File: src/core/megl_pkg.sv
// Shared constants and carrier types for the expansion bus glue
package megl_pkg;

  // ----------------------------------------------------------------
  // Requesters on the expansion bus
  // ----------------------------------------------------------------
  localparam int NUM_REPEATERS = 2;

  // ----------------------------------------------------------------
  // Backoff counter: seven bits, 96 bit times to terminal count
  // ----------------------------------------------------------------
  localparam int CNT_W = 7;
  localparam logic [CNT_W-1:0] CNT_TERMINAL = 7'h60;
  localparam logic [CNT_W-1:0] CNT_CLEARED = 7'h00;
  localparam logic [CNT_W-1:0] CNT_STEP = 7'h01;

  // ----------------------------------------------------------------
  // Timing
  // ----------------------------------------------------------------
  localparam int CLK_PERIOD_NS = 100;
  localparam int BUS_CYCLE_NS = 100;
  localparam int DEAD_CYCLES = (BUS_CYCLE_NS + CLK_PERIOD_NS - 1) /
                               CLK_PERIOD_NS;

  // ----------------------------------------------------------------
  // Carriers
  // ----------------------------------------------------------------
  typedef struct packed {
    logic grant;
    logic multi_request;
  } megl_arb_t;

  typedef struct packed {
    logic serial_out;
    logic serial_oe;
    logic clash_out;
    logic clash_oe;
  } megl_lines_t;

  typedef struct packed {
    logic carrier_sense;
    logic receive_clock;
    logic tx_clock;
  } megl_mac_t;

endpackage

File: src/core/megl_glue.sv
// Arbiter, bus interface and backoff counter joining a MAC to the bus
// What this block does
// - Grant while exactly one of repeater and MAC requests is active, or in the MAC tail.
// - Multi-request flag when no grant but at least one request active.
// - Grant held one extra term after the MAC stops sourcing data.
// - Grant delayed one clock; both high marks first valid line period.
// - Backoff hold set on arbiter clash, clash line during valid grant at any serial level, dead cycle.
// - Backoff hold stays, refusing MAC, until counter reaches 96.
// - Clash state on both lines high, multi-request or dead cycle.
// - Retrigger on new packet without backoff, new single or multi clash.
// - Request delayed one clock; both high mark first recognised request.
// - Line drivers enabled only when MAC won grant and grant delayed.
// - Driven serial line carries resampled MAC bit, held across the clock.
// - Driven serial line forced high while backoff hold is active.
// - Driven clash line equals the backoff hold.
// - Carrier sense on single clean source, extended by receive clock gate.
// - Resampled bit takes bus data or MAC transmit data by request.
// - Receive clock output is the registered gate strobe; the board ANDs it with inverted clock.
// - Receive gate on for repeater transfers, and MAC transmit loopback.
// - Reset loads counter with terminal value 60H and holds it.
// - Each retrigger clears the counter to 00H.
// - Counter steps once per bit time, halts at terminal, flags expiry.
// - Asynchronous reset input is synchronised before use.
// - Transmit timing clock made from system clock, held during reset.
// - One undriven 100 ns bus cycle when multi clash resolves to one.
`timescale 1ns/1ps
module megl_glue (
  input wire logic CLK,
  input wire logic RST_N,
  input wire logic ASYNC_RESET_IN,
  input wire logic [megl_pkg::NUM_REPEATERS-1:0] REPEATER_REQ,
  input wire logic MAC_SEND_REQ,
  input wire logic MAC_TXD,
  input wire logic EXPANSION_SERIAL_LINE_IN,
  input wire logic BUS_CLASH_LINE_IN,
  output logic GRANT,
  output logic MULTI_REQUEST,
  output logic EXPANSION_SERIAL_LINE_OUT,
  output logic EXPANSION_SERIAL_LINE_OE,
  output logic BUS_CLASH_LINE_OUT,
  output logic BUS_CLASH_LINE_OE,
  output logic MAC_CARRIER_SENSE,
  output logic MAC_RECEIVE_CLOCK,
  output logic MAC_TX_CLOCK,
  output logic MAC_BACKOFF_HOLD
);

  // ----------------------------------------------------------------
  // Reset synchroniser
  // ----------------------------------------------------------------
  logic async_reset_in_meta_r;
  logic async_reset_in_sync_r;
  logic rst_r;

  always_ff @(posedge CLK) begin
    async_reset_in_meta_r <= ASYNC_RESET_IN;
    async_reset_in_sync_r <= async_reset_in_meta_r;
  end

  // Either reset source ends up in one registered reset
  always_ff @(posedge CLK) begin
    rst_r <= async_reset_in_sync_r | ~RST_N;
  end

  // ----------------------------------------------------------------
  // Arbiter
  // ----------------------------------------------------------------
  // Bus lines and requests share the common clock, so no sampling flops
  logic [megl_pkg::NUM_REPEATERS:0] all_req;
  logic one_active;
  logic any_active;
  logic mac_tail;
  megl_pkg::megl_arb_t arb_nxt;
  megl_pkg::megl_arb_t arb_r;
  logic grant_delayed_r;
  logic multi_request_delayed_r;
  logic send_request_delayed_r;
  logic mac_backoff_hold_r;
  logic transmit_clash_state_r;
  logic window_retrigger_r;
  logic window_expired;

  assign all_req = {MAC_SEND_REQ, REPEATER_REQ};
  assign one_active = $onehot(all_req);
  assign any_active = |all_req;
  // Keeps the grant while the MAC lets go, unless a clash is pending
  assign mac_tail = ~any_active & send_request_delayed_r &
                    grant_delayed_r & ~mac_backoff_hold_r;
  assign arb_nxt.grant = one_active | mac_tail;
  assign arb_nxt.multi_request = ~arb_nxt.grant & any_active;

  always_ff @(posedge CLK) begin
    if (rst_r) begin
      arb_r <= '0;
      grant_delayed_r <= 1'b0;
      multi_request_delayed_r <= 1'b0;
      send_request_delayed_r <= 1'b0;
    end else begin
      arb_r <= arb_nxt;
      grant_delayed_r <= arb_r.grant;
      multi_request_delayed_r <= arb_r.multi_request;
      send_request_delayed_r <= MAC_SEND_REQ;
    end
  end

  // ----------------------------------------------------------------
  // Clash tracking
  // ----------------------------------------------------------------
  logic grant_valid;
  logic dead_cycle;
  logic single_clash;
  logic hold_nxt;
  logic clash_nxt;
  logic retrigger_nxt;

  assign grant_valid = arb_r.grant & grant_delayed_r;
  // Grant back after a multi clash: lines stay undriven, clash persists
  assign dead_cycle = multi_request_delayed_r & arb_r.grant;
  // Clash line plus high serial line means one repeater port clashes
  assign single_clash = grant_valid & BUS_CLASH_LINE_IN &
                        EXPANSION_SERIAL_LINE_IN;
  assign hold_nxt = arb_r.multi_request |
                    (grant_valid & BUS_CLASH_LINE_IN) | dead_cycle |
                    (~window_expired & mac_backoff_hold_r);
  assign clash_nxt = single_clash | arb_r.multi_request |
                     dead_cycle;
  assign retrigger_nxt =
    (arb_r.grant & ~grant_delayed_r & ~mac_backoff_hold_r) |
    (single_clash & ~transmit_clash_state_r) |
    (arb_r.multi_request & ~transmit_clash_state_r);

  always_ff @(posedge CLK) begin
    if (rst_r) begin
      mac_backoff_hold_r <= 1'b0;
      transmit_clash_state_r <= 1'b0;
      window_retrigger_r <= 1'b0;
    end else begin
      mac_backoff_hold_r <= hold_nxt;
      transmit_clash_state_r <= clash_nxt;
      window_retrigger_r <= retrigger_nxt;
    end
  end

  // ----------------------------------------------------------------
  // Bus interface and MAC side
  // ----------------------------------------------------------------
  logic resampled_serial_bit_r;
  logic receive_clock_gate_r;
  logic resample_nxt;
  logic gate_nxt;
  logic sense_nxt;
  logic drive_en;
  megl_pkg::megl_lines_t lines_nxt;
  megl_pkg::megl_lines_t lines_r;
  megl_pkg::megl_mac_t mac_nxt;
  megl_pkg::megl_mac_t mac_r;
  logic tck_r;

  assign resample_nxt =
    (~MAC_SEND_REQ & EXPANSION_SERIAL_LINE_IN & grant_valid) |
    (MAC_TXD & MAC_SEND_REQ);
  assign gate_nxt =
    (grant_valid & ~MAC_SEND_REQ & ~send_request_delayed_r &
     ~BUS_CLASH_LINE_IN) |
    (arb_r.grant & MAC_SEND_REQ & ~mac_backoff_hold_r);
  assign sense_nxt = (grant_valid & ~BUS_CLASH_LINE_IN &
                      ~mac_backoff_hold_r) | receive_clock_gate_r;
  assign drive_en = grant_valid & send_request_delayed_r;
  assign lines_nxt.serial_oe = drive_en;
  // Registered copy of the resampled bit gives slaves a full cycle of hold
  assign lines_nxt.serial_out = resampled_serial_bit_r |
                                mac_backoff_hold_r;
  assign lines_nxt.clash_oe = drive_en;
  assign lines_nxt.clash_out = mac_backoff_hold_r;
  assign mac_nxt.carrier_sense = sense_nxt;
  // One clock domain: this is a strobe the board ANDs with inverted CLK
  assign mac_nxt.receive_clock = receive_clock_gate_r;
  assign mac_nxt.tx_clock = ~tck_r;

  always_ff @(posedge CLK) begin
    if (rst_r) begin
      resampled_serial_bit_r <= 1'b0;
      receive_clock_gate_r <= 1'b0;
      lines_r <= '0;
      mac_r <= '0;
      tck_r <= 1'b0;
    end else begin
      resampled_serial_bit_r <= resample_nxt;
      receive_clock_gate_r <= gate_nxt;
      lines_r <= lines_nxt;
      mac_r <= mac_nxt;
      tck_r <= ~tck_r;
    end
  end

  // ----------------------------------------------------------------
  // Backoff counter
  // ----------------------------------------------------------------
  logic [megl_pkg::CNT_W-1:0] cnt_r;
  logic [megl_pkg::CNT_W-1:0] cnt_nxt;

  assign window_expired = (cnt_r == megl_pkg::CNT_TERMINAL);
  assign cnt_nxt = window_retrigger_r ? megl_pkg::CNT_CLEARED :
                   window_expired ? cnt_r :
                   cnt_r + megl_pkg::CNT_STEP;

  always_ff @(posedge CLK) begin
    if (rst_r) begin
      cnt_r <= megl_pkg::CNT_TERMINAL;
    end else begin
      cnt_r <= cnt_nxt;
    end
  end

  // ----------------------------------------------------------------
  // Outputs
  // ----------------------------------------------------------------
  assign GRANT = arb_r.grant;
  assign MULTI_REQUEST = arb_r.multi_request;
  assign EXPANSION_SERIAL_LINE_OUT = lines_r.serial_out;
  assign EXPANSION_SERIAL_LINE_OE = lines_r.serial_oe;
  assign BUS_CLASH_LINE_OUT = lines_r.clash_out;
  assign BUS_CLASH_LINE_OE = lines_r.clash_oe;
  assign MAC_CARRIER_SENSE = mac_r.carrier_sense;
  assign MAC_RECEIVE_CLOCK = mac_r.receive_clock;
  assign MAC_TX_CLOCK = mac_r.tx_clock;
  assign MAC_BACKOFF_HOLD = mac_backoff_hold_r;
endmodule

File: config.mk
export PLATFORM = sky130hd
export DESIGN_NAME = megl_glue
export DESIGN_NICKNAME = d
export VERILOG_FILES = /design/src/core/megl_pkg.sv /design/src/core/megl_glue.sv
export SDC_FILE = /design/constraint.sdc
export NUM_CORES = 1
export LEC_CHECK = 0
export CORE_MARGIN = 4
export CORE_UTILIZATION = 40
export CTS_BUF_LIST = sky130_fd_sc_hd__clkbuf_16
export DETAILED_ROUTE_END_ITERATION = 16
export DONT_BUFFER_PORTS = 1
export HOLD_SLACK_MARGIN = 0.06
export PLACE_DENSITY_LB_ADDON = 0.08
export SLEW_MARGIN = 10
export SYNTH_ARGS = -nofsm -noshare
export SYNTH_HDL_FRONTEND = slang
export SYNTH_SLANG_ARGS = --single-unit
File: constraint.sdc
create_clock -name CLK -period 1.5 [get_ports CLK]
set_clock_uncertainty 0.05 [all_clocks]
set_input_delay 0.3 -clock CLK [delete_from_list [all_inputs] [get_ports CLK]]
set_output_delay 0.3 -clock CLK [all_outputs]
set_load 0.05 [all_outputs]
# After elaboration in Yosys (flattened, before gate mapping)
# Index checks and enable logic that the tools add are counted.
[word_totals]
register_bits = 26
inputBits = 9
output_inout_bits = 10
word_cells = 79
[op_classes]
n_addsub = 3
eq_ne = 3
mux = 2
bitwise = 48
n_reduce_logical = 2
[ops]
columns = ["cell", "count"]
rows = [
  ["AND 1 bit", 24],
  ["two-way mux 7 bit", 2],
  ["OR 1 bit", 13],
  ["NOT 1 bit", 11],
  ["adder 7 x 1 -> 7 bit (second input constant)", 1],
  ["== test 7 bit (second input constant)", 1],
  ["OR reduction 3 bit", 1],
  ["adder 1 x 1 -> 2 bit", 1],
  ["adder 2 x 1 -> 2 bit", 1],
  ["== test 2 x 1 -> 1 bit (second input constant)", 1],
  ["!= test 2 bit (second input constant)", 1],
  ["OR reduction 2 bit", 1],
]

# Logic depth before layout (Yosys ltp)
# Gate-level depths: netlist (run 1).
[logic_depth]
word_depth = 8
ltp_mapped = 5

# Least setup slack after synthesis (run 1)
# No wires, ideal clock.
[synth_path]
kind = "register to register"
startpoint = "reg arb_r (netlist bit GRANT)"
endpoint = "reg window_retrigger_r"
setup_time_ns = 0.064
t_arrival_ns = 1.260
required_time_ns = 1.386
setup_slack_ns = 0.126
stages_incl_launch_ff = 5
n_path_buf = 1
period_less_slack_ns = 1.374
path_cell_list = "dfxtp_1 > clkbuf_1 > a41oi_1 > a2bb2oi_1 > nor2_1"
[synth_between]
elab_chain_cells = 6
word_cells_on_any_way = 8
[synth_rtl]
columns = ["element", "line_no", "text"]
rows = [
  ["start, declared", "megl_glue.sv:74", "megl_pkg::megl_arb_t arb_r;"],
  ["start signal, assigned", "megl_glue.sv:99", "arb_r <= arb_nxt;"],
  ["AND 1 bit", "megl_glue.sv:116", "assign grant_valid = arb_r.grant & grant_delayed_r;"],
  ["AND 1 bit (2 in a row)", "megl_glue.sv:120", "assign single_clash = grant_valid & BUS_CLASH_LINE_IN &"],
  ["AND 1 bit", "megl_glue.sv:129", "(single_clash & ~transmit_clash_state_r) |"],
  ["OR 1 bit *", "megl_glue.sv:128", "(arb_r.grant & ~grant_delayed_r & ~mac_backoff_hold_r) |"],
  ["OR 1 bit *", "megl_glue.sv:129", ""],
  ["end signal, assigned", "megl_glue.sv:140", "window_retrigger_r <= retrigger_nxt;"],
  ["end, declared", "megl_glue.sv:80", "logic window_retrigger_r;"],
]
# Every way passes the cells marked *; elsewhere a longest branch is shown, timed or not.
# A chain may end at the register's enable or synchronous reset.

# Final worst setup path (run 1)
[layout_path]
startpoint = "reg cnt_r[1] in the netlist's numbering"
endpoint = "reg cnt_r[6] in the netlist's numbering"
[layout_between]
elab_chain_cells = 3
word_cells_on_any_way = 5
[layout_rtl]
columns = ["element", "line_no", "text"]
rows = [
  ["start, declared", "megl_glue.sv:199", "logic [megl_pkg::CNT_W-1:0] cnt_r;"],
  ["start signal, assigned", "megl_glue.sv:209", "cnt_r <= megl_pkg::CNT_TERMINAL;"],
  ["start signal, assigned", "megl_glue.sv:211", "cnt_r <= cnt_nxt;"],
  ["adder 7 x 1 -> 7 bit", "megl_glue.sv:205", "cnt_r + megl_pkg::CNT_STEP;"],
  ["two-way mux 7 bit", "megl_glue.sv:204", "window_expired ? cnt_r :"],
  ["two-way mux 7 bit", "megl_glue.sv:203", "assign cnt_nxt = window_retrigger_r ? megl_pkg::CNT_CLEARED :"],
]
# Parallel ways exist; a longest one is shown, timed or not. The select of a mux whose other input is x is not followed.

==> results of run 1 <==
==> what timing repair did <==
item,in CTS,in global routing
gates resized for setup,0,1
hold buffers,1,0
setup endpoints to repair,0,1
hold endpoints to repair,1,0
==> placed cells by master, fill, tap and decap left out, types with 2 or more instances in the layout <==
cell type / netlist / final
a31oi_1: 2 / 2
o21ai_0: 2 / 2
nand3_1: 6 / 6
buf_4: 1 / 5
a21oi_1: 6 / 6
nor4_1: 3 / 3
nor2b_1: 7 / 7
dfxtp_1: 26 / 26
nand2b_1: 3 / 3
xor2_1: 2 / 2
and3_1: 2 / 2
and2b_2: 2 / 2
or4_1: 2 / 2
nand4b_1: 2 / 2
clkbuf_16: 0 / 3
nand2_1: 8 / 8
nor2_1: 10 / 10
inv_1: 2 / 2
==> power groups by stage <==
stage / Combinational (mW) / Clock (mW) / Sequential (mW)
floorplan: 0.0382 / 0 / 0.751
global placement: 0.0554 / 0 / 0.745
detailed placement: 0.0568 / 0 / 0.746
CTS: 0.0589 / 0.592 / 0.730
global route: 0.0654 / 0.623 / 0.733
finish: 0.0580 / 0.577 / 0.730
==> critical path: stages (launching register included) <==
cell and delay [ns]:
dfxtp_1 0.38, ha_2 0.21, nand3_1 0.13, or4_1 0.49, nand3_1 0.08
==> path summary, 6_finish.rpt <==
path                                             from               endpoint  slack (ns)  depth (start not counted)
worst min-delay path                            RST_N                  rst_r        0.07                          1
worst max register to register               cnt_r[1]               cnt_r[6]        0.12                          4
worst max-delay path                         cnt_r[1]               cnt_r[6]        0.12                          4
worst min register to register  async_reset_in_meta_r  async_reset_in_sync_r        0.28                          0
==> area by class of cell <==
| type | instances | area (um2) | share of cell area (%) |
|---|---|---|---|
| multi-input cells | 70 | 449 | 39.5 |
| clock inverters | 1 | 3.75 | 0.330 |
| clock buffers | 3 | 75.1 | 6.59 |
| repair buffers | 6 | 47.5 | 4.18 |
| well taps | 28 | 35.0 | 3.08 |
| inverters | 2 | 7.51 | 0.659 |
| flip-flops and latches | 26 | 520 | 45.7 |
==> cells in the mapped netlist, types with 2 or more instances <==
master    number
nand4b_1       2
a31oi_1        2
o21ai_0        2
inv_1          2
nand2_1        8
nand3_1        6
xor2_1         2
nand2b_1       3
or4_1          2
ha_1           2
nor2b_1        7
dfxtp_1       26
and3_1         2
a21oi_1        6
nor2_1        10
nor4_1         3
and2b_2        2
==> routing by layer <==
layer / share of wire [%] / track usage (%)
met5: 0 / 0
met4: 0 / 1.99
met3: 6.1 / 5.12
met2: 45 / 20.5
met1: 49 / 13.6
==> kinds of logic (layout without fill, tap and decap cells) <==
logic type	after synthesis	count (layout)	share of synthesized area (%)
and+or+nand+nor	50	50	28.6
AOI/OAI and AO/OA	13	13	7.72
adders and majority gates	3	3	4.48
DFF	26	26	51.8
muxes	1	1	0.996
xor gates and xnor gates	3	3	2.62
buffers and inverters	6	12	3.74
==> flip-flops by register name, indices dropped and copies added (netlist names) <==
signal,flops
GRANT,1
EXPANSION_SERIAL_LINE_OUT,1
BUS_CLASH_LINE_OE,1
resampled_serial_bit_r,1
window_retrigger_r,1
BUS_CLASH_LINE_OUT,1
MAC_RECEIVE_CLOCK,1
receive_clock_gate_r,1
async_reset_in_meta_r,1
rst_r,1
MAC_BACKOFF_HOLD,1
MULTI_REQUEST,1
transmit_clash_state_r,1
send_request_delayed_r,1
grant_delayed_r,1
async_reset_in_sync_r,1
cnt_r,7
multi_request_delayed_r,1
tck_r,1
MAC_CARRIER_SENSE,1
==> per-stage QoR <==
step / utilization [%] / hold slack, ns
after floorplan: - / 0.260
after detailed placement: 45.6 / 0.264
after CTS: 49.5 / 0.0618
after global routing: 49.6 / 0.0739
after global placement: 45.6 / 0.269
final: 49.6 / 0.0657
==> reports/results.txt, run 1 <==
setup ws final = 0.121 ns
Starting Density = 43.7%
Die Wd = 58.1 um
Leak = 0.431 nW
largest net degree at the start of global routing = 15
Tot GR Track Use = 11.8%
final cell count without fillers = 136
DRC = 0
CP Capture Type = flop
initial antenna violation count = 0
port buffer count = 0
antenna-violating nets left = 0
number of H-tree levels = 1
clock share of power = 42.3%
post-synth top area share = 51.8%
row cnt = 17
post-detail-place hpwl = 1.30 mm
Period Utilization, post-route = 92.0%
area leader, netlist = dfxtp_1
setup_tns = 0 ns
Tmin final = 1.38 ns
vias per inst = 5.21
WL/cell = 13.0 um
EDFF count, synth = 0
DR iter-0 viols = 9
register bit count reported by yosys = 26
area grow syn2layout = 13.3%
grt ovf = 0
fin. max-slew vios = 0
Synth area leaders = dfxtp_1 (52%), nor2b_1 (4.4%), nor2_1 (3.7%)
CTS Buf Count = 3
postcts setup bufs = 0
crit path launch type = flop
cell-internal power = 1.09 mW
Syn Nets = 114
final setup fails = 0
Crit path required time = 1.65 ns
placed insts = 131
Worst-Skew Late Latency = 0.26 ns
most used flip-flop cell after synthesis = dfxtp_1
Comb power frac = 4.2%
Post-Syn Instances = 102
WL final = 1.77 mm
Sequential Power Share = 53.5%
fmax = 725 MHz
outcome = complete, no violations
fraction of registers with async set or reset after synthesis = 0%
die height = 58.1 um
maxcap violations = 0
CTS tree = done
GP Congestion = 0.779
layout cells sized above 1 = 12.0%
pre-CTS setup slack = 0.123 ns
critical path arrival = 1.53 ns
Worst Setup Path Type = flop to flop
antenna diode count = 0
overall power = 1.37 mW
# fillers = 226
I/O pin count = 19
mapped cell area = 1000 um2
Power Density = 1200 nW/um2
Worst-Margin Slew = 0.508 ns
clk buf depth = 2
RSZ-0062 raised after global routing = false
crit path max fanout = 4
switching pwr = 0.278 mW
Worst slew margin = 66.1%
Hold Violations, Final = 0
cell area after layout = 1140 um2
core area = 2300 um2
CTS sink cnt = 26
post-synthesis sequential area ratio = 51.8%
min-delay worst type = input pin to flop
Synth Area per Inst = 9.85 um2
global-route wire length before repair = 3.06 mm
Post-DP Area = 1050 um2
vias in the first global route = 719
Pre-Repair DR Iteration Count = 4
die area = 3380 um2
via count = 708
Nets = 121
clock root cell = clkbuf_16
Max VDD drop = 910 uV
Net Sw Frac = 20.4%
yosys warns = 0
synth unique cells = 32
clock-pin slew on the worst setup and hold paths = 0.06 ns
(Power assumes the default switching activity.)
==> inputs of run 2 (changes only) <==
==> constraint.sdc (replaced) <==
create_clock -name CLK -period 1.5 [get_ports CLK]
set_clock_uncertainty 0.05 [all_clocks]
set_input_delay 0.075 -clock CLK [delete_from_list [all_inputs] [get_ports CLK]]
set_output_delay 0.075 -clock CLK [all_outputs]
set_load 0.05 [all_outputs]
==> reports/results.txt, run 2 (same netlist as run 1, synthesis figures left out) <==
outcome = complete, no violations (unchanged)
Worst Setup Path Type = input pin to flop (was flop to flop)
Nets = 130 (was 121)
vias per inst = 5.13 (was 5.21)
vias in the first global route = 756 (was 719)
clock-pin slew on the worst setup and hold paths = 0.06 ns (about the same)
grt ovf = 0 (unchanged)
slowest CP cell = dlygate4sd3_1 (was or4_1)
final setup fails = 0 (unchanged)
initial antenna violation count = 0 (unchanged)
CTS sink cnt = 26 (unchanged)
via count = 744 (was 708)
maxcap violations = 0 (unchanged)
clock share of power = 41.2% (was 42.3%)
die area = 3380 um2 (unchanged)
Worst-Skew Late Latency = 0.25 ns (was 0.26 ns)
cell count of the worst reg-to-reg path = 4 (unchanged)
crit-path max cell delay = 0.55 ns (was 0.49 ns)
most common cell after layout, fill and taps aside = dfxtp_1 (unchanged)
port buffer count = 0 (unchanged)
# fillers = 209 (was 226)
Tmin final = 1.38 ns (about the same)
reg2reg setup slack = 0.13 ns (was 0.12 ns)
Reg2Reg Capture Point = cnt_r[6] (unchanged)
clock root cell = clkbuf_16 (unchanged)
CTS tree = done (unchanged)
layout cells sized above 1 = 12.8% (was 12.0%)
WL final = 1.86 mm (was 1.77 mm)
crit path launch type = input pin (was flop)
fin. max-slew vios = 0 (unchanged)
Hold Path End = GRANT (was rst_r)
largest net degree at the start of global routing = 15 (unchanged)
WL/cell = 12.8 um (was 13.0 um)
crit path max fanout = 2 (was 4)
Tot GR Track Use = 12.4% (was 11.8%)
setup ws final = 0.118 ns (was 0.121 ns)
placed insts = 131 (unchanged)
Worst-Margin Slew = 0.499 ns (was 0.508 ns)
fmax = 723 MHz (was 725 MHz)
Hold Violations, Final = 0 (unchanged)
Comb power frac = 5.9% (was 4.2%)
number of H-tree levels = 1 (unchanged)
global-route wire length before repair = 3.24 mm (was 3.06 mm)
final cell count without fillers = 145 (was 136)
Net Sw Frac = 20.1% (was 20.4%)
RSZ-0062 raised after global routing = false (unchanged)
overall power = 1.38 mW (was 1.37 mW)
Crit path required time = 1.59 ns (was 1.65 ns)
Largest register FFs = 7 (unchanged)
setup_tns = 0 ns (unchanged)
critical path arrival = 1.47 ns (was 1.53 ns)
Post-DP Area = 1050 um2 (unchanged)
CP Capture Type = flop (unchanged)
DRC = 0 (unchanged)
post-detail-place hpwl = 1.28 mm (was 1.30 mm)
Hold WS = 0.108 ns (was 0.0657 ns)
core area = 2300 um2 (unchanged)
DR iter-0 viols = 9 (unchanged)
Power Density = 1120 nW/um2 (was 1200 nW/um2)
Starting Density = 43.7% (unchanged)
GP Congestion = 0.773 (was 0.779)
R2R Path Start = cnt_r[1] (unchanged)
switching pwr = 0.278 mW (about the same)
die height = 58.1 um (unchanged)
cell-internal power = 1.10 mW (was 1.09 mW)
crit-path cells = dlygate4sd3_1 > nor3_2 > nor2_1 > dlygate4sd3_1 (was ha_2 > nand3_1 > or4_1 > nand3_1)
Hold Crit Depth = 3 (was 1)
min-delay worst type = input pin to flop (unchanged)
CTS Buf Count = 3 (unchanged)
Max VDD drop = 1080 uV (was 910 uV)
antenna-violating nets left = 0 (unchanged)
I/O pin count = 19 (unchanged)
most frequent cells in the layout = dfxtp_1 (24), nor2_1 (10), dlygate4sd3_1 (9), nand2_1 (8), nor2b_1 (7) (was dfxtp_1 (26), nor2_1 (10), nand2_1 (8), nor2b_1 (7))
Leak = 0.486 nW (was 0.431 nW)
Top reg by flops = cnt_r (unchanged)
row cnt = 17 (unchanged)
area grow syn2layout = 23.0% (was 13.3%)
cell area after layout = 1240 um2 (was 1140 um2)
WP buf/inv = 2 (was 0)
pre-CTS setup slack = 0.133 ns (was 0.123 ns)
Die Wd = 58.1 um (unchanged)
Pre-Repair DR Iteration Count = 4 (unchanged)
clk buf depth = 2 (unchanged)
postcts setup bufs = 0 (unchanged)
Sequential Power Share = 52.9% (was 53.5%)
worst hold start = MAC_SEND_REQ (was RST_N)
most used cell, CP = dlygate4sd3_1 (was nand3_1)
Worst slew margin = 66.7% (was 66.1%)
critical path's top delay family = buffers and inverters (was simple AND/OR/NAND/NOR gates)
Period Utilization, post-route = 92.1% (was 92.0%)
Core Util, Final = 53.8% (was 49.6%)
antenna diode count = 0 (unchanged)
[run 2: cell count changes in the layout (fill, tap and decap cells not counted), sizes merged]
| cell | before | now |
|---|---|---|
| dlymetal6s4s | 0 | 1 |
| dlygate4sd3 | 1 | 9 |
[run 2: worst reg2reg max path, cell delays in order, from the launching register on]
cell     delay, ns
dfxtp_1       0.37
ha_1          0.20
nand3_1       0.13
or4_1         0.49
nand3_1       0.08
[run 2: final cells by class]
cell class,instances,area [um2],area share [%]
inverters,2,7.51,0.607
multi-input cells,70,452,36.5
repair buffers,15,140,11.3
clock buffers,3,75.1,6.07
well taps,28,35.0,2.83
flip-flops and latches,26,523,42.3
clock inverters,1,3.75,0.304
[run 2: timing repair]
item                                    4_1_cts  5_1_grt
hold buffers                                 10        0
endpoints found under the setup margin        0        2
endpoints found under the hold margin        10        0
gates resized for setup                       0        4
[run 2: worst max path at each step]
stage / start / end / slack, ns / cells after the start
detailed placement: cnt_r[1] / cnt_r[6] / 0.13 / 4
global placement: cnt_r[0] / cnt_r[6] / 0.19 / 4
floorplan: GRANT / window_retrigger_r / 0.13 / 4
finish: REPEATER_REQ[1] / MULTI_REQUEST / 0.12 / 4
CTS: MAC_SEND_REQ / MULTI_REQUEST / 0.03 / 4
global route: cnt_r[1] / cnt_r[6] / 0.02 / 4
[run 2: power groups by stage]
| stage | Sequential (mW) | Clock (mW) | Combinational [mW] |
|---|---|---|---|
| floorplan | 0.751 | 0 | 0.0382 |
| global placement | 0.745 | 0 | 0.0560 |
| detailed placement | 0.745 | 0 | 0.0566 |
| CTS | 0.730 | 0.593 | 0.0796 |
| global route | 0.732 | 0.619 | 0.0890 |
| finish | 0.731 | 0.569 | 0.0813 |
[run 2: per-layer routing]
metal | track usage [%] | wire length [um] | part of all wire [%] | up-vias
met5 | 0 | 0 | 0 | -
met4 | 2.98 | 12 | 0.65 | 0
met3 | 4.45 | 92 | 4.9 | 2
met2 | 19.8 | 834 | 45 | 16
met1 | 15.8 | 920 | 49 | 344
li1 | - | - | - | 382
==> inputs of run 3 (changes only) <==
--- a/config.mk
+++ b/config.mk
@@ -5,8 +5,10 @@
 export SDC_FILE = /design/constraint.sdc
 export NUM_CORES = 1
 export LEC_CHECK = 0
+export CELL_PAD_IN_SITES_DETAIL_PLACEMENT = 2
+export CELL_PAD_IN_SITES_GLOBAL_PLACEMENT = 2
 export CORE_MARGIN = 4
-export CORE_UTILIZATION = 40
+export CORE_UTILIZATION = 36
 export CTS_BUF_LIST = sky130_fd_sc_hd__clkbuf_16
 export DETAILED_ROUTE_END_ITERATION = 16
 export DONT_BUFFER_PORTS = 1
==> reports/results.txt, run 3 (same netlist as run 1, synthesis figures left out) <==
RSZ-0062 raised after global routing = false (unchanged)
Worst-Skew Late Latency = 0.26 ns (was 0.25 ns)
postcts setup bufs = 0 (unchanged)
DR iter-0 viols = 14 (was 9)
WL/cell = 16.1 um (was 12.8 um)
Crit path required time = 1.65 ns (was 1.59 ns)
WL final = 2.33 mm (was 1.86 mm)
CTS tree = done (unchanged)
global-route wire length before repair = 4.06 mm (was 3.24 mm)
die height = 60.8 um (was 58.1 um)
GP Congestion = 0.705 (was 0.773)
initial antenna violation count = 0 (unchanged)
most common cell after layout, fill and taps aside = dfxtp_1 (unchanged)
clock root cell = clkbuf_16 (unchanged)
antenna diode count = 0 (unchanged)
crit path launch type = flop (was input pin)
critical path arrival = 1.56 ns (was 1.47 ns)
grt ovf = 0 (unchanged)
port buffer count = 0 (unchanged)
Worst-Margin Slew = 0.560 ns (was 0.499 ns)
GR Util met3 = 4.26% (was 4.45%)
CTS Buf Count = 3 (unchanged)
met2 GRT Util = 22.7% (was 19.8%)
Leak = 0.476 nW (was 0.486 nW)
Max VDD drop = 839 uV (was 1080 uV)
CP Capture Type = flop (unchanged)
area grow syn2layout = 22.9% (was 23.0%)
setup_tns = 0 ns (unchanged)
Largest register FFs = 7 (unchanged)
maxcap violations = 0 (unchanged)
most used cell, CP = nand3_1 (was dlygate4sd3_1)
Hold Violations, Final = 0 (unchanged)
slowest CP cell = or4_1 (was dlygate4sd3_1)
Top reg by flops = cnt_r (unchanged)
clk buf depth = 2 (unchanged)
cell-internal power = 1.27 mW (was 1.10 mW)
crit-path cells = ha_1 > nand3_1 > or4_1 > nand3_1 (was dlygate4sd3_1 > nor3_2 > nor2_1 > dlygate4sd3_1)
Pre-Repair DR Iteration Count = 4 (unchanged)
Nets = 128 (was 130)
CTS sink cnt = 26 (unchanged)
number of H-tree levels = 1 (unchanged)
M1 GR Usage = 20.6% (was 15.8%)
Sequential Power Share = 46.6% (was 52.9%)
min-delay worst type = input pin to flop (unchanged)
die area = 3700 um2 (was 3380 um2)
post-CTS sizing = 0 (unchanged)
fmax = 709 MHz (was 723 MHz)
pre-CTS setup slack = 0.0790 ns (was 0.133 ns)
global route hottest layer = met2 (unchanged)
core area = 2570 um2 (was 2300 um2)
final setup fails = 0 (unchanged)
Die Wd = 60.8 um (was 58.1 um)
layout cells sized above 1 = 11.3% (was 12.8%)
overall power = 1.57 mW (was 1.38 mW)
outcome = complete, no violations (unchanged)
Worst Setup Path Type = flop to flop (was input pin to flop)
Comb power frac = 4.9% (was 5.9%)
clock share of power = 48.6% (was 41.2%)
Net Sw Frac = 19.1% (was 20.1%)
critical path's top delay family = simple AND/OR/NAND/NOR gates (was buffers and inverters)
switching pwr = 0.300 mW (was 0.278 mW)
DRC = 0 (unchanged)
Starting Density = 39.1% (was 43.7%)
crit path max fanout = 4 (was 2)
clock-pin slew on the worst setup and hold paths = 0.06 ns (about the same)
Power Density = 1270 nW/um2 (was 1120 nW/um2)
Tot GR Track Use = 15.0% (was 12.4%)
fin. max-slew vios = 0 (unchanged)
antenna-violating nets left = 0 (unchanged)
largest net degree at the start of global routing = 16 (was 15)
via count = 780 (was 744)
crit-path max cell delay = 0.49 ns (was 0.55 ns)
Period Utilization, post-route = 94.1% (was 92.1%)
Worst slew margin = 62.6% (was 66.7%)
vias in the first global route = 826 (was 756)
row cnt = 18 (was 17)
I/O pin count = 19 (unchanged)
WP buf/inv = 0 (was 2)
setup ws final = 0.0886 ns (was 0.118 ns)
Core Util, Final = 48.1% (was 53.8%)
Hold WS = 0.0612 ns (was 0.108 ns)
most frequent cells in the layout = dfxtp_1 (26), nor2_1 (10), nand2_1 (8), dlygate4sd3_1 (8), nor2b_1 (7) (was dfxtp_1 (24), nor2_1 (10), dlygate4sd3_1 (9), nand2_1 (8), nor2b_1 (7))
vias per inst = 5.38 (was 5.13)
Tmin final = 1.41 ns (was 1.38 ns)
post-detail-place hpwl = 1.57 mm (was 1.28 mm)
-- run 3: worst paths after layout --
kind / slack (ns) / startpoint / cells after the start / endpoint
worst max-delay path: 0.09 / cnt_r[1] / 4 / cnt_r[6]
worst min-delay path: 0.06 / BUS_CLASH_LINE_IN / 3 / MAC_CARRIER_SENSE
worst max register to register: 0.09 / cnt_r[1] / 4 / cnt_r[6]
worst min register to register: 0.29 / async_reset_in_meta_r / 0 / async_reset_in_sync_r
-- run 3: per-layer routing --
| metal | wire length, um | vias to the layer above |
|---|---|---|
| met3 | 131 | 4 |
| met1 | 1140 | 379 |
| met4 | 31 | 0 |
| li1 | - | 378 |
| met5 | 0 | - |
| met2 | 1030 | 19 |
-- run 3: layout make-up --
class	instances	area, um2
Multi-Input combinational cell	70	447
Tap cell	30	37.5
Timing Repair Buffer	13	118
Clock inverter	1	30.0
Inverter	2	7.51
Sequential cell	26	520
Clock buffer	3	75.1
Fill cell	285	1330
-- run 3: power by group through the flow --
stage / sequential, mW / clock (mW) / combinational (mW)
after detailed placement: 0.748 / 0 / 0.0571
final: 0.733 / 0.764 / 0.0768
after global routing: 0.736 / 0.826 / 0.0850
after global placement: 0.748 / 0 / 0.0543
after floorplan: 0.751 / 0 / 0.0382
after CTS: 0.732 / 0.780 / 0.0770
-- run 3: tightest hold or removal path: cells and delay by family --
family	cells	cell delay, ns
simple gates	2	0.08
compound gates	1	0.17
-- run 3: per-stage QoR --
step	cell area, um2	instances
floorplan	1000	102
global placement	1050	133
detailed placement	1050	133
CTS	1230	145
global route	1230	145
finish	1230	145
-- run 3: repair_timing --
item	CTS	global route
setup endpoints to repair	0	0
hold endpoints to repair	8	0
hold buffers	8	0
